<file path="src/adct_consts.vh">
// constants for the converter conversion timing block
// assumes one clock of one cpu period (two half periods) per edge
`ifndef ADCT_CONSTS_VH
`define ADCT_CONSTS_VH
`define ADCT_CLK_PERIOD_NS     100
`define ADCT_HALF_PER_CLK      2
`define ADCT_CC_SEL_FAST       2'h0
`define ADCT_CC_SEL_RSVD       2'h1
`define ADCT_CC_SEL_SLOW       2'h2
`define ADCT_CC_SEL_MID        2'h3
`define ADCT_CC_HALF_FAST      24
`define ADCT_CC_HALF_SLOW      96
`define ADCT_CC_HALF_MID       48
`define ADCT_SAMPLE_PERIODS    2
`define ADCT_CONV_PERIODS      14
`define ADCT_TAIL_HALF         4
`define ADCT_RESULT_MAX        10'h3FF
`define ADCT_RESULT_MIN        10'h000
`endif

</file>
<file path="src/adct_tick.v">
// conversion clock tick generator
// assumes the select is held stable during a conversion
`timescale 1ns/10ps
`default_nettype none
`include "adct_consts.vh"
module adct_tick
(
    input  wire       sys_clk_in,
    input  wire       rst_b_in,
    input  wire       run_in,
    input  wire [1:0] conv_clock_select_in,
    output reg        tick_out
);
    // conversion clock lengths in whole cpu clocks, cut to the counter width on purpose
    localparam integer FAST_I = `ADCT_CC_HALF_FAST / `ADCT_HALF_PER_CLK;
    localparam integer SLOW_I = `ADCT_CC_HALF_SLOW / `ADCT_HALF_PER_CLK;
    localparam integer MID_I  = `ADCT_CC_HALF_MID / `ADCT_HALF_PER_CLK;

    // conversion clock length in cpu clocks for a select code
    function [6:0] cc_clocks;
        input [1:0] sel;
        begin
            case (sel)
                `ADCT_CC_SEL_SLOW: cc_clocks = SLOW_I[6:0];
                `ADCT_CC_SEL_MID:  cc_clocks = MID_I[6:0];
                default:           cc_clocks = FAST_I[6:0];
            endcase
        end
    endfunction

    reg [6:0] count;

    // count parked at one while idle: the tick is registered, so starting at zero
    // would land every tick one clock after its period edge
    always @(posedge sys_clk_in or negedge rst_b_in)
    begin
        if (!rst_b_in)
        begin
            count    <= 7'h00;
            tick_out <= 1'b0;
        end
        else if (!run_in)
        begin
            count    <= 7'h01;
            tick_out <= 1'b0;
        end
        else if (count == cc_clocks(conv_clock_select_in) - 7'h01)
        begin
            count    <= 7'h00;
            tick_out <= 1'b1;
        end
        else
        begin
            count    <= count + 7'h01;
            tick_out <= 1'b0;
        end
    end
endmodule // adct_tick
`default_nettype wire

</file>
<file path="src/adct_timing.v">
// conversion sequencer: sample phase, conversion, result load
// assumes synchronous inputs and a comparator that reports each bit decision
// Notes on behaviour
// - the conversion clock is 24, 96 or 48 half cpu periods for select 00, 10, 11.
// - the sample clock is one, two, four or eight conversion clocks for select 00 to 11.
// - sampling lasts exactly two sample clocks and later input changes are ignored.
// - a conversion takes fourteen conversion clocks plus the sample time plus four half periods.
// - sample and conversion durations are fixed by the sequencer, not upper bounds.
// - inputs below ground or above reference give a result of 000 or 3FF.
// - one half cpu period is one time unit and only the rising clock edge acts.
`timescale 1ns/10ps
`default_nettype none
`include "adct_consts.vh"
module adct_timing
(
    input  wire       sys_clk_in,
    input  wire       rst_b_in,
    input  wire       start_in,
    input  wire [1:0] conv_clock_select_in,
    input  wire [1:0] sample_clock_select_in,
    input  wire       cmp_high_in,
    input  wire       under_range_in,
    input  wire       over_range_in,
    output reg        sample_out,
    output reg        busy_out,
    output reg        done_out,
    output reg        bad_select_out,
    output reg  [9:0] trial_out,
    output reg  [9:0] result_out
);
    localparam ST_IDLE   = 2'h0;
    localparam ST_SAMPLE = 2'h1;
    localparam ST_CONV   = 2'h2;
    localparam ST_TAIL   = 2'h3;
    // four half periods is two cpu clocks at one clock per two units
    localparam integer TAIL_CLKS_I = `ADCT_TAIL_HALF / `ADCT_HALF_PER_CLK;
    localparam integer SAMPLE_I    = `ADCT_SAMPLE_PERIODS;
    localparam integer CONV_I      = `ADCT_CONV_PERIODS;
    // last count values, cut to the counter widths on purpose
    localparam [1:0]   TAIL_LAST   = TAIL_CLKS_I[1:0] - 2'h1;
    localparam [4:0]   CONV_LAST   = CONV_I[4:0] - 5'h01;
    localparam [3:0]   BITS_LAST   = 4'h9;   // ten decisions counted from zero

    reg [1:0] state;
    reg [1:0] next_state;
    reg [1:0] cc_sel;      // selects latched at start so timing is fixed
    reg [1:0] sc_sel;
    reg [4:0] ticks;
    reg [1:0] tail_cnt;
    reg       range_lo;
    reg       range_hi;
    reg [9:0] sar;
    wire      tick;
    wire      run;         // tick generator runs through sampling and conversion
    wire      decide;      // one bit decision on this clock
    wire      load;        // last tail clock, result register loads
    wire [9:0] decide_mask;
    wire [9:0] next_sar;

    // sample phase length in conversion clocks for a sample select code
    function [4:0] sample_ticks;
        input [1:0] sel;
        begin
            sample_ticks = SAMPLE_I[4:0] << sel;
        end
    endfunction

    // one-hot trial bit for a decision step; steps ten to fifteen give no bit
    function [9:0] bit_mask;
        input [4:0] step;
        begin
            bit_mask = 10'h200 >> step[3:0];
        end
    endfunction

    // the conversion clock runs only while sampling or converting
    assign run = (state == ST_SAMPLE) || (state == ST_CONV);

    adct_tick u_tick
    (
        .sys_clk_in           (sys_clk_in),
        .rst_b_in             (rst_b_in),
        .run_in               (run),
        .conv_clock_select_in (cc_sel),
        .tick_out             (tick)
    );

    // state transitions; durations counted, never cut short
    always @*
    begin
        next_state = state;
        case (state)
            ST_IDLE:   if (start_in) next_state = ST_SAMPLE;
            ST_SAMPLE: if (tick && ticks == sample_ticks(sc_sel) - 5'h01)
                           next_state = ST_CONV;
            ST_CONV:   if (tick && ticks == CONV_LAST)
                           next_state = ST_TAIL;
            ST_TAIL:   if (tail_cnt == TAIL_LAST) next_state = ST_IDLE;
            default:   next_state = ST_IDLE;
        endcase
    end

    // decision strobe on the first ten of fourteen conversion clocks, and the load cycle
    assign decide      = (state == ST_CONV) && tick && (ticks <= {1'b0, BITS_LAST});
    assign decide_mask = decide ? bit_mask(ticks) : 10'h000;
    assign load        = (state == ST_TAIL) && (next_state == ST_IDLE);

    // state register; only rising edges used, so one clock is two time units
    always @(posedge sys_clk_in or negedge rst_b_in)
    begin
        if (!rst_b_in)
            state <= ST_IDLE;
        else
            state <= next_state;
    end

    // conversion clocks within a phase, cleared on every phase change
    always @(posedge sys_clk_in or negedge rst_b_in)
    begin
        if (!rst_b_in)
            ticks <= 5'h00;
        else if (state != next_state)
            ticks <= 5'h00;
        else if (tick)
            ticks <= ticks + 5'h01;
    end

    // tail clocks between the last conversion clock and the result load
    always @(posedge sys_clk_in or negedge rst_b_in)
    begin
        if (!rst_b_in)
            tail_cnt <= 2'h0;
        else if (state == ST_TAIL)
            tail_cnt <= tail_cnt + 2'h1;
        else
            tail_cnt <= 2'h0;
    end

    // selects latched at start so the timing cannot move under a running conversion
    always @(posedge sys_clk_in or negedge rst_b_in)
    begin
        if (!rst_b_in)
        begin
            cc_sel         <= `ADCT_CC_SEL_FAST;
            sc_sel         <= 2'h0;
            bad_select_out <= 1'b0;
        end
        else if (state == ST_IDLE && start_in)
        begin
            cc_sel         <= conv_clock_select_in;
            sc_sel         <= sample_clock_select_in;
            // reserved code is flagged and falls back to the fastest timing
            bad_select_out <= (conv_clock_select_in == `ADCT_CC_SEL_RSVD);
        end
    end

    // range caught on the last sampling edge; later input moves are ignored
    always @(posedge sys_clk_in or negedge rst_b_in)
    begin
        if (!rst_b_in)
        begin
            range_lo <= 1'b0;
            range_hi <= 1'b0;
        end
        else if (state == ST_SAMPLE && next_state == ST_CONV)
        begin
            range_lo <= under_range_in;
            range_hi <= over_range_in;
        end
    end

    // next decision word; each bit takes the comparator once, msb first
    genvar gi;
    generate
        for (gi = 0; gi < 10; gi = gi + 1)
        begin : g_bit
            assign next_sar[gi] = decide_mask[gi] ? cmp_high_in : sar[gi];
        end
    endgenerate

    // decision register, cleared at start so no bit of the last result survives
    always @(posedge sys_clk_in or negedge rst_b_in)
    begin
        if (!rst_b_in)
            sar <= 10'h000;
        else if (state == ST_IDLE && start_in)
            sar <= 10'h000;
        else
            sar <= next_sar;
    end

    // trial word: keep decided bits, set the one under test, offer the next
    always @(posedge sys_clk_in or negedge rst_b_in)
    begin
        if (!rst_b_in)
            trial_out <= 10'h000;
        else if (state == ST_IDLE && start_in)
            trial_out <= 10'h200;
        else if (decide)
            trial_out <= (trial_out & ~bit_mask(ticks))
                       | (cmp_high_in ? bit_mask(ticks) : 10'h000)
                       | bit_mask(ticks + 5'h01);
    end

    // status outputs registered from the next state so they line up with it
    always @(posedge sys_clk_in or negedge rst_b_in)
    begin
        if (!rst_b_in)
        begin
            sample_out <= 1'b0;
            busy_out   <= 1'b0;
            done_out   <= 1'b0;
        end
        else
        begin
            sample_out <= (next_state == ST_SAMPLE);
            busy_out   <= (next_state != ST_IDLE);
            done_out   <= load;
        end
    end

    // result loaded once per conversion; range flags win over the decisions
    always @(posedge sys_clk_in or negedge rst_b_in)
    begin
        if (!rst_b_in)
            result_out <= 10'h000;
        else if (load)
        begin
            if (range_lo)
                result_out <= `ADCT_RESULT_MIN;
            else if (range_hi)
                result_out <= `ADCT_RESULT_MAX;
            else
                result_out <= sar;
        end
    end
endmodule // adct_timing
`default_nettype wire

</file>
<file path="config.mk">
export PLATFORM = sky130hd
export DESIGN_NAME = adct_timing
export DESIGN_NICKNAME = d
export VERILOG_FILES = /design/src/adct_tick.v /design/src/adct_timing.v
export VERILOG_INCLUDE_DIRS = /design/src
export SDC_FILE = /design/constraint.sdc
export NUM_CORES = 1
export LEC_CHECK = 0
export BUFFER_PORTS_ARGS = -buffer_cell sky130_fd_sc_hd__buf_4
export CORE_ASPECT_RATIO = 1.4
export CORE_MARGIN = 4
export CORE_UTILIZATION = 30
export CTS_BUF_LIST = sky130_fd_sc_hd__clkbuf_4 sky130_fd_sc_hd__clkbuf_8
export CTS_CLUSTER_SIZE = 8
export DETAILED_ROUTE_END_ITERATION = 8
export PLACE_DENSITY = 0.51
export RECOVER_POWER = 25
export REMOVE_ABC_BUFFERS = 1
export SLEW_MARGIN = 10
export SYNTH_ARGS = -nofsm -noshare
export SYNTH_HDL_FRONTEND = slang
export SYNTH_SLANG_ARGS = --single-unit
</file>
<file path="constraint.sdc">
create_clock -name sys_clk_in -period 2.85 [get_ports sys_clk_in]
set_input_delay 0.57 -clock sys_clk_in [delete_from_list [all_inputs] [get_ports sys_clk_in]]
set_output_delay 0.57 -clock sys_clk_in [all_outputs]
set_load 0.05 [all_outputs]
</file>
==> metrics.txt, run 1 <==
outcome finished clean; Final period util 90.13%; antenna violations before repair 0; DR pass1 iterations 4; leakage power 1.722 nW; fin cells 471; Setup Viol. Count Final 0; fmax 389.3 MHz; Post-route DRC 0; crit end category register; Iteration-0 DRC Markers 91; Worst Path Class, Setup register to register; commonest non-fill, non-tap cell in the layout dfrtp_1; CP startpoint kind register; Initial Util 31.11%; Port Buf Inserts 33; die footprint 11600 µm²; FILL cells 986; Final Hold Fails 0; max-slew violations 0; Num Clock Sinks 57; post-route ant nets 0; placed insts 455; clock root buffer clkbuf_8; Clock Latency Late Sink 0.34 ns; gr usage total 12.04%; Worst Path Arrival 2.80 ns; Least-Margin Pin Slew 1.420 ns; final estimated routing congestion in global placement 0.8654; post-layout util 37.32%; min Tclk post-route 2.569 ns; post-synth top area cell dfrtp_1; Synth Register Bits 57; skew final 0.008127 ns; ant diodes 0; Mapped Cells 300; gr ovfl total 0; Slowest cell on crit path dfrtp_1; Cell Area, Synth 2975 µm²; Seq/Total Area, Yosys 47.94%; final setup TNS 0 ns; H-tree depth 3; Slew headroom 5.313%; Synth top area share 47.94%; CP Cell Sequence inv_1 > ha_1 > nand4b_1 > o311ai_1 > nand2_1 > o211ai_1 > or3_4 > mux2_2; DIE WIDTH 92.17 µm; clock buffer count from CTS 9; synth warn 0; Max stage delay on crit path 0.44 ns; clock tree buffer depth 2; first-pass GRT wire length 11.06 mm; Vert. Die Dim 125.8 µm; synth top area cells dfrtp_1 (48%), nor2_1 (6.9%), ha_1 (5.9%); syn_area_per_cell 9.918 µm²; maxcap violations 0; distinct cell type count after synthesis 44; CTS tree built; largest net degree at the start of global routing 58; Avg WL per Cell 13.89 µm; Core Area 9564 µm²; most frequent cells in the layout dfrtp_1 (57), nor2_1 (55), buf_4 (35), nand2_1 (31), ha_1 (14); row count 42; crit path max fanout 11; post-DP HPWL 4.809 mm; clock-pin slew on the worst setup and hold paths 0.07 ns; layout cells sized above 1 20.35%; unrepaired setup endpoints after global routing no; Vias 2234; class of the worst hold path input pin to register; PD cells 488.5 nW/µm²; Nets 358; Syn-to-layout area delta 19.97%; # IOs 34; vias in the first global route 2295; Via density 4.743; Post-Route WL 6.543 mm; peak supply drop 191.0 µV; CP required 3.08 ns
state kept, by name, indices dropped and copies added (netlist names), 2 cells and up:
signal / flops
sc_sel: 2
u_tick.count: 7
result_out: 10
cc_sel: 2
state: 2
trial_out: 10
sar: 10
tail_cnt: 2
ticks: 5
cell usage after synthesis, drive strengths merged:
cell type	count
buf	5
a22o	4
nor4	1
or2b	1
nand4b	2
a32o	3
a21oi	6
nand3b	2
o2111ai	1
mux2i	9
ha	14
nor3b	1
and3b	2
nor4bb	1
a32oi	1
o311ai	1
nand3	10
nand4	5
a31oi	2
xor2	3
mux2	12
a2bb2oi	1
a22oi	6
nor2	55
o31ai	1
a211oi	5
nand2	32
or3	1
and3	2
o211ai	3
nand2b	2
inv	13
clkbuf	8
and2	3
xnor2	6
o22ai	1
dfrtp	57
nor2b	7
o21ai	11
worst paths after layout:
check | startpoint | endpoint | slack [ns] | cells past startpoint
min in group asynchronous | rst_b_in | result_out[2] | 0.56 | 1
max in group asynchronous | rst_b_in | u_tick.count[4] | 1.44 | 1
max | state[0] | result_out[6] | 0.28 | 8
max reg2reg | state[0] | result_out[6] | 0.28 | 8
min reg2reg | tail_cnt[0] | tail_cnt[0] | 0.43 | 1
min | sample_clock_select_in[1] | sc_sel[1] | 0.43 | 3
worst max-delay path, delay by kind of cell (launching register included):
family | cells | cell delay, ns
AOI/OAI and AO/OA | 2 | 0.56
adders and majority gates | 1 | 0.26
and+or+nand+nor | 3 | 0.66
muxes | 1 | 0.36
buffers and inverters | 1 | 0.18
DFF | 1 | 0.44
layout make-up:
class                      instances  area (µm²)  share of cell area (%)
clock buffer                      11       151.4                   4.241
clock inverter                     5       77.57                   2.173
inverter                          13       48.80                   1.367
multi-input combinational        217        1433                   40.13
sequential                        57        1426                   39.96
tap                              132       165.2                   4.627
timing repair buffer              36       267.8                   7.501
through the flow:
step                hold WS [ns]  cell area, µm²  power [mW]  setup slack [ns]
floorplan                 0.2744            2908      0.8540            0.5324
global placement          0.4144            3343      0.8888            0.2815
detailed placement        0.4225            3343      0.8905            0.2242
CTS                       0.3049            3572       1.775            0.2043
global route              0.4151            3570       1.821           0.02666
finish                    0.4277            3570       1.744            0.2812
report_power, final:
group | total (mW) | switching [mW] | internal, mW
registers | 0.824 | 0.00766 | 0.816
logic | 0.0481 | 0.0313 | 0.0168
clock network | 0.872 | 0.335 | 0.537
total | 1.74 | 0.374 | 1.37
what timing repair did:
action                     in CTS  in global routing
setup buffers                   0                  0
hold buffers                    0                  0
resized for setup               0                  1
setup endpoints to repair       0                 10
hold endpoints to repair        0                  0
kinds of logic (layout without fill, tap and decap cells):
group           count (synthesis)  after routing  share of synthesized area [%]
simple gates                  127            127                          19.85
buf+inv                        26             65                          3.910
compound gates                 46             46                          11.06
fa+ha+maj                      14             14                          5.887
flops                          57             57                          47.94
mux                            21             21                          8.705
xor+xnor                        9              9                          2.649
routing by layer:
layer	vias to the layer above	share of wire, %	global-route usage (%)
li1	1105	-	-
met1	1078	42	13.64
met2	38	52	20.83
met3	13	3.6	2.983
met4	0	2.3	6.124
met5	-	0	0
No activity file was read; power rests on OpenSTA's default activity.
==> run 2, diff against run 1 <==
--- a/config.mk
+++ b/config.mk
@@ -13,7 +13,6 @@
 export CTS_BUF_LIST = sky130_fd_sc_hd__clkbuf_4 sky130_fd_sc_hd__clkbuf_8
 export CTS_CLUSTER_SIZE = 8
 export DETAILED_ROUTE_END_ITERATION = 8
-export PLACE_DENSITY = 0.51
 export RECOVER_POWER = 25
 export REMOVE_ABC_BUFFERS = 1
 export SLEW_MARGIN = 10
==> run 2 against run 1 <==
Die area unchanged. Clock-buffer cell count fell by 2. Combinational power is essentially flat. Register-to-register slack improved by 0.02 ns. Non-clock buffer count decreased by 2. Utilization shrank 0.092 points. Via count is 1.1% higher. First-iteration DRC count up 8.8%. Critical path depth stayed put. Sequential power hardly changed. Final cell count is 0.42% lower. Largest cell class unchanged.
==> metrics.txt, run 2 (synthesis gave the netlist of run 1 again) <==
antenna violations before repair 0 (unchanged); Buf/Inv on CP 1 (unchanged); most frequent cells in the layout dfrtp_1 (57), nor2_1 (55), buf_4 (33), nand2_1 (31), ha_1 (14) (was dfrtp_1 (57), nor2_1 (55), buf_4 (35), nand2_1 (31), ha_1 (14)); clock buffer count from CTS 9 (unchanged); crit path max fanout 11 (unchanged); # IOs 34 (unchanged); Slew headroom 6.036% (was 5.313%); clock tree buffer depth 2 (unchanged); delay-heaviest family, CP simple AND/OR/NAND/NOR gates (unchanged); CP startpoint kind register (unchanged); maxcap violations 0 (unchanged); Sequential cell area 1426 µm² (unchanged); vias in the first global route 2345 (was 2295); largest net degree at the start of global routing 58 (unchanged); Largest regs result_out: 10 flops, sar: 10 flops, trial_out: 10 flops (unchanged); Post-route DRC 0 (unchanged); layout cells sized above 1 20.18% (was 20.35%); Final period util 89.59% (was 90.13%); FILL cells 990 (was 986); Clock Latency Late Sink 0.34 ns (about the same); final setup TNS 0 ns (unchanged); gr usage total 12.14% (was 12.04%); Vert. Die Dim 125.8 µm (unchanged); Avg WL per Cell 13.85 µm (was 13.89 µm); clock root buffer clkbuf_8 (unchanged); Hold Crit Start sample_clock_select_in[1] (unchanged); first-pass GRT wire length 11.30 mm (was 11.06 mm); min Tclk post-route 2.553 ns (was 2.569 ns); hold depth 3 (unchanged); unrepaired setup endpoints after global routing no (unchanged); area occupied by multi-input gates 1440 µm² (was 1433 µm²); post-route ant nets 0 (unchanged); Via density 4.814 (was 4.743); Worst Path Arrival 2.78 ns (was 2.80 ns); CP Cell Sequence inv_1 > ha_1 > nand4b_1 > o311ai_2 > nand2_1 > o211ai_1 > or3_4 > mux2_2 (was inv_1 > ha_1 > nand4b_1 > o311ai_1 > nand2_1 > o211ai_1 > or3_4 > mux2_2); CTS tree built (unchanged); Initial Util 31.11% (unchanged); leakage power 1.712 nW (was 1.722 nW); R2R depth 8 (unchanged); CTS Hold Bufs 0 (unchanged); max-slew violations 0 (unchanged); row count 42 (unchanged); ant diodes 0 (unchanged); Worst Path Class, Setup register to register (unchanged); Core Area 9564 µm² (unchanged); Setup Viol. Count Final 0 (unchanged); Num Clock Sinks 57 (unchanged); Syn-to-layout area delta 19.68% (was 19.97%); Nets 356 (was 358); FF-to-FF setup slack 0.30 ns (was 0.28 ns); CP required 3.08 ns (about the same); clock-pin slew on the worst setup and hold paths 0.07 ns (about the same); Tot Pwr 1.725 mW (was 1.744 mW); Reg-to-Reg End result_out[6] (unchanged); Least-Margin Pin Slew 1.409 ns (was 1.420 ns); Hold Crit Endpoint sc_sel[1] (unchanged); commonest non-fill, non-tap cell in the layout dfrtp_1 (unchanged); CP startpoint state[0] (unchanged); worst r2r src state[0] (unchanged); Iteration-0 DRC Markers 99 (was 91); Final Hold Fails 0 (unchanged); DIE WIDTH 92.17 µm (unchanged); PD cells 484.5 nW/µm² (was 488.5 nW/µm²); skew final 0.008301 ns (was 0.008127 ns); Slowest cell on crit path dfrtp_1 (unchanged); Max stage delay on crit path 0.44 ns (about the same); class of the worst hold path input pin to register (unchanged); post-DP HPWL 4.774 mm (was 4.809 mm); H-tree depth 3 (unchanged); gr ovfl total 0 (unchanged); crit end category register (unchanged); Vias 2258 (was 2234); Port Buf Inserts 33 (unchanged); die footprint 11600 µm² (unchanged); final estimated routing congestion in global placement 0.8289 (was 0.8654); DR pass1 iterations 4 (unchanged); peak supply drop 276.3 µV (was 191.0 µV); outcome finished clean (unchanged); fmax 391.6 MHz (was 389.3 MHz); Post-Route WL 6.495 mm (was 6.543 mm)
[run 2: cell count changes in the layout (fill, tap and decap cells not counted), sizes merged]
cell,before,now
clkinv,2,4
clkbuf,12,10
buf,35,33
inv,13,14
clkinvlp,1,0
[run 2: area by class of cell]
cell class	instances	share of cell area, %
multi-input combinational	217	40.44
sequential	57	40.06
timing repair buffer	34	7.098
tap	132	4.638
clock buffer	9	3.479
clock inverter	7	2.916
inverter	13	1.370
[run 2: worst max-delay path by stage]
stage,endpoint,slack [ns],cells past startpoint
floorplan,result_out[6],0.53,8
global placement,result_out[6],0.30,8
detailed placement,result_out[6],0.20,8
CTS,result_out[6],0.18,8
global route,result_out[6],0.06,8
finish,result_out[6],0.30,8
[run 2: where the power goes]
| part | leakage, nW | internal, mW | switching [mW] |
|---|---|---|---|
| clock | 0.114 | 0.500 | 0.353 |
| sequential | 0.728 | 0.816 | 0.00788 |
| combinational | 0.870 | 0.0168 | 0.0311 |
[run 2: through the flow]
stage / hold WS [ns] / cell area [µm²] / setup WS (ns) / instances / utilization (%)
2_1_floorplan: 0.2744 / 2908 / 0.5324 / 287 / -
3_3_place_gp: 0.4135 / 3328 / 0.3043 / 453 / 34.80
3_5_place_dp: 0.4227 / 3328 / 0.2039 / 453 / 34.80
4_1_cts: 0.2981 / 3556 / 0.1766 / 469 / 37.18
5_1_grt: 0.4325 / 3561 / 0.05640 / 469 / 37.23
6_report: 0.4276 / 3561 / 0.2966 / 469 / 37.23
[run 2: routing by layer]
layer  part of all wire, %  wire, µm  vias to the layer above  track usage (%)
met2                    51      3331                       45            21.34
met1                    42      2737                     1099            13.78
li1                      -         -                     1099                -
met4                   2.8       185                        0            5.862
met3                   3.7       240                       15            2.745
met5                     0         0                        -                0
[run 2: repair_timing]
action | CTS | global route
buffers inserted | 0 | 0
endpoints found under the setup margin | 0 | 10
gates resized for setup | 0 | 2
[run 2: worst register-to-register path: stages (launching register included)]
cell and delay [ns]:
dfrtp_1 0.44, inv_1 0.19, ha_1 0.27, nand4b_1 0.23, o311ai_2 0.35, nand2_1 0.13
o211ai_1 0.17, or3_4 0.31, mux2_2 0.36
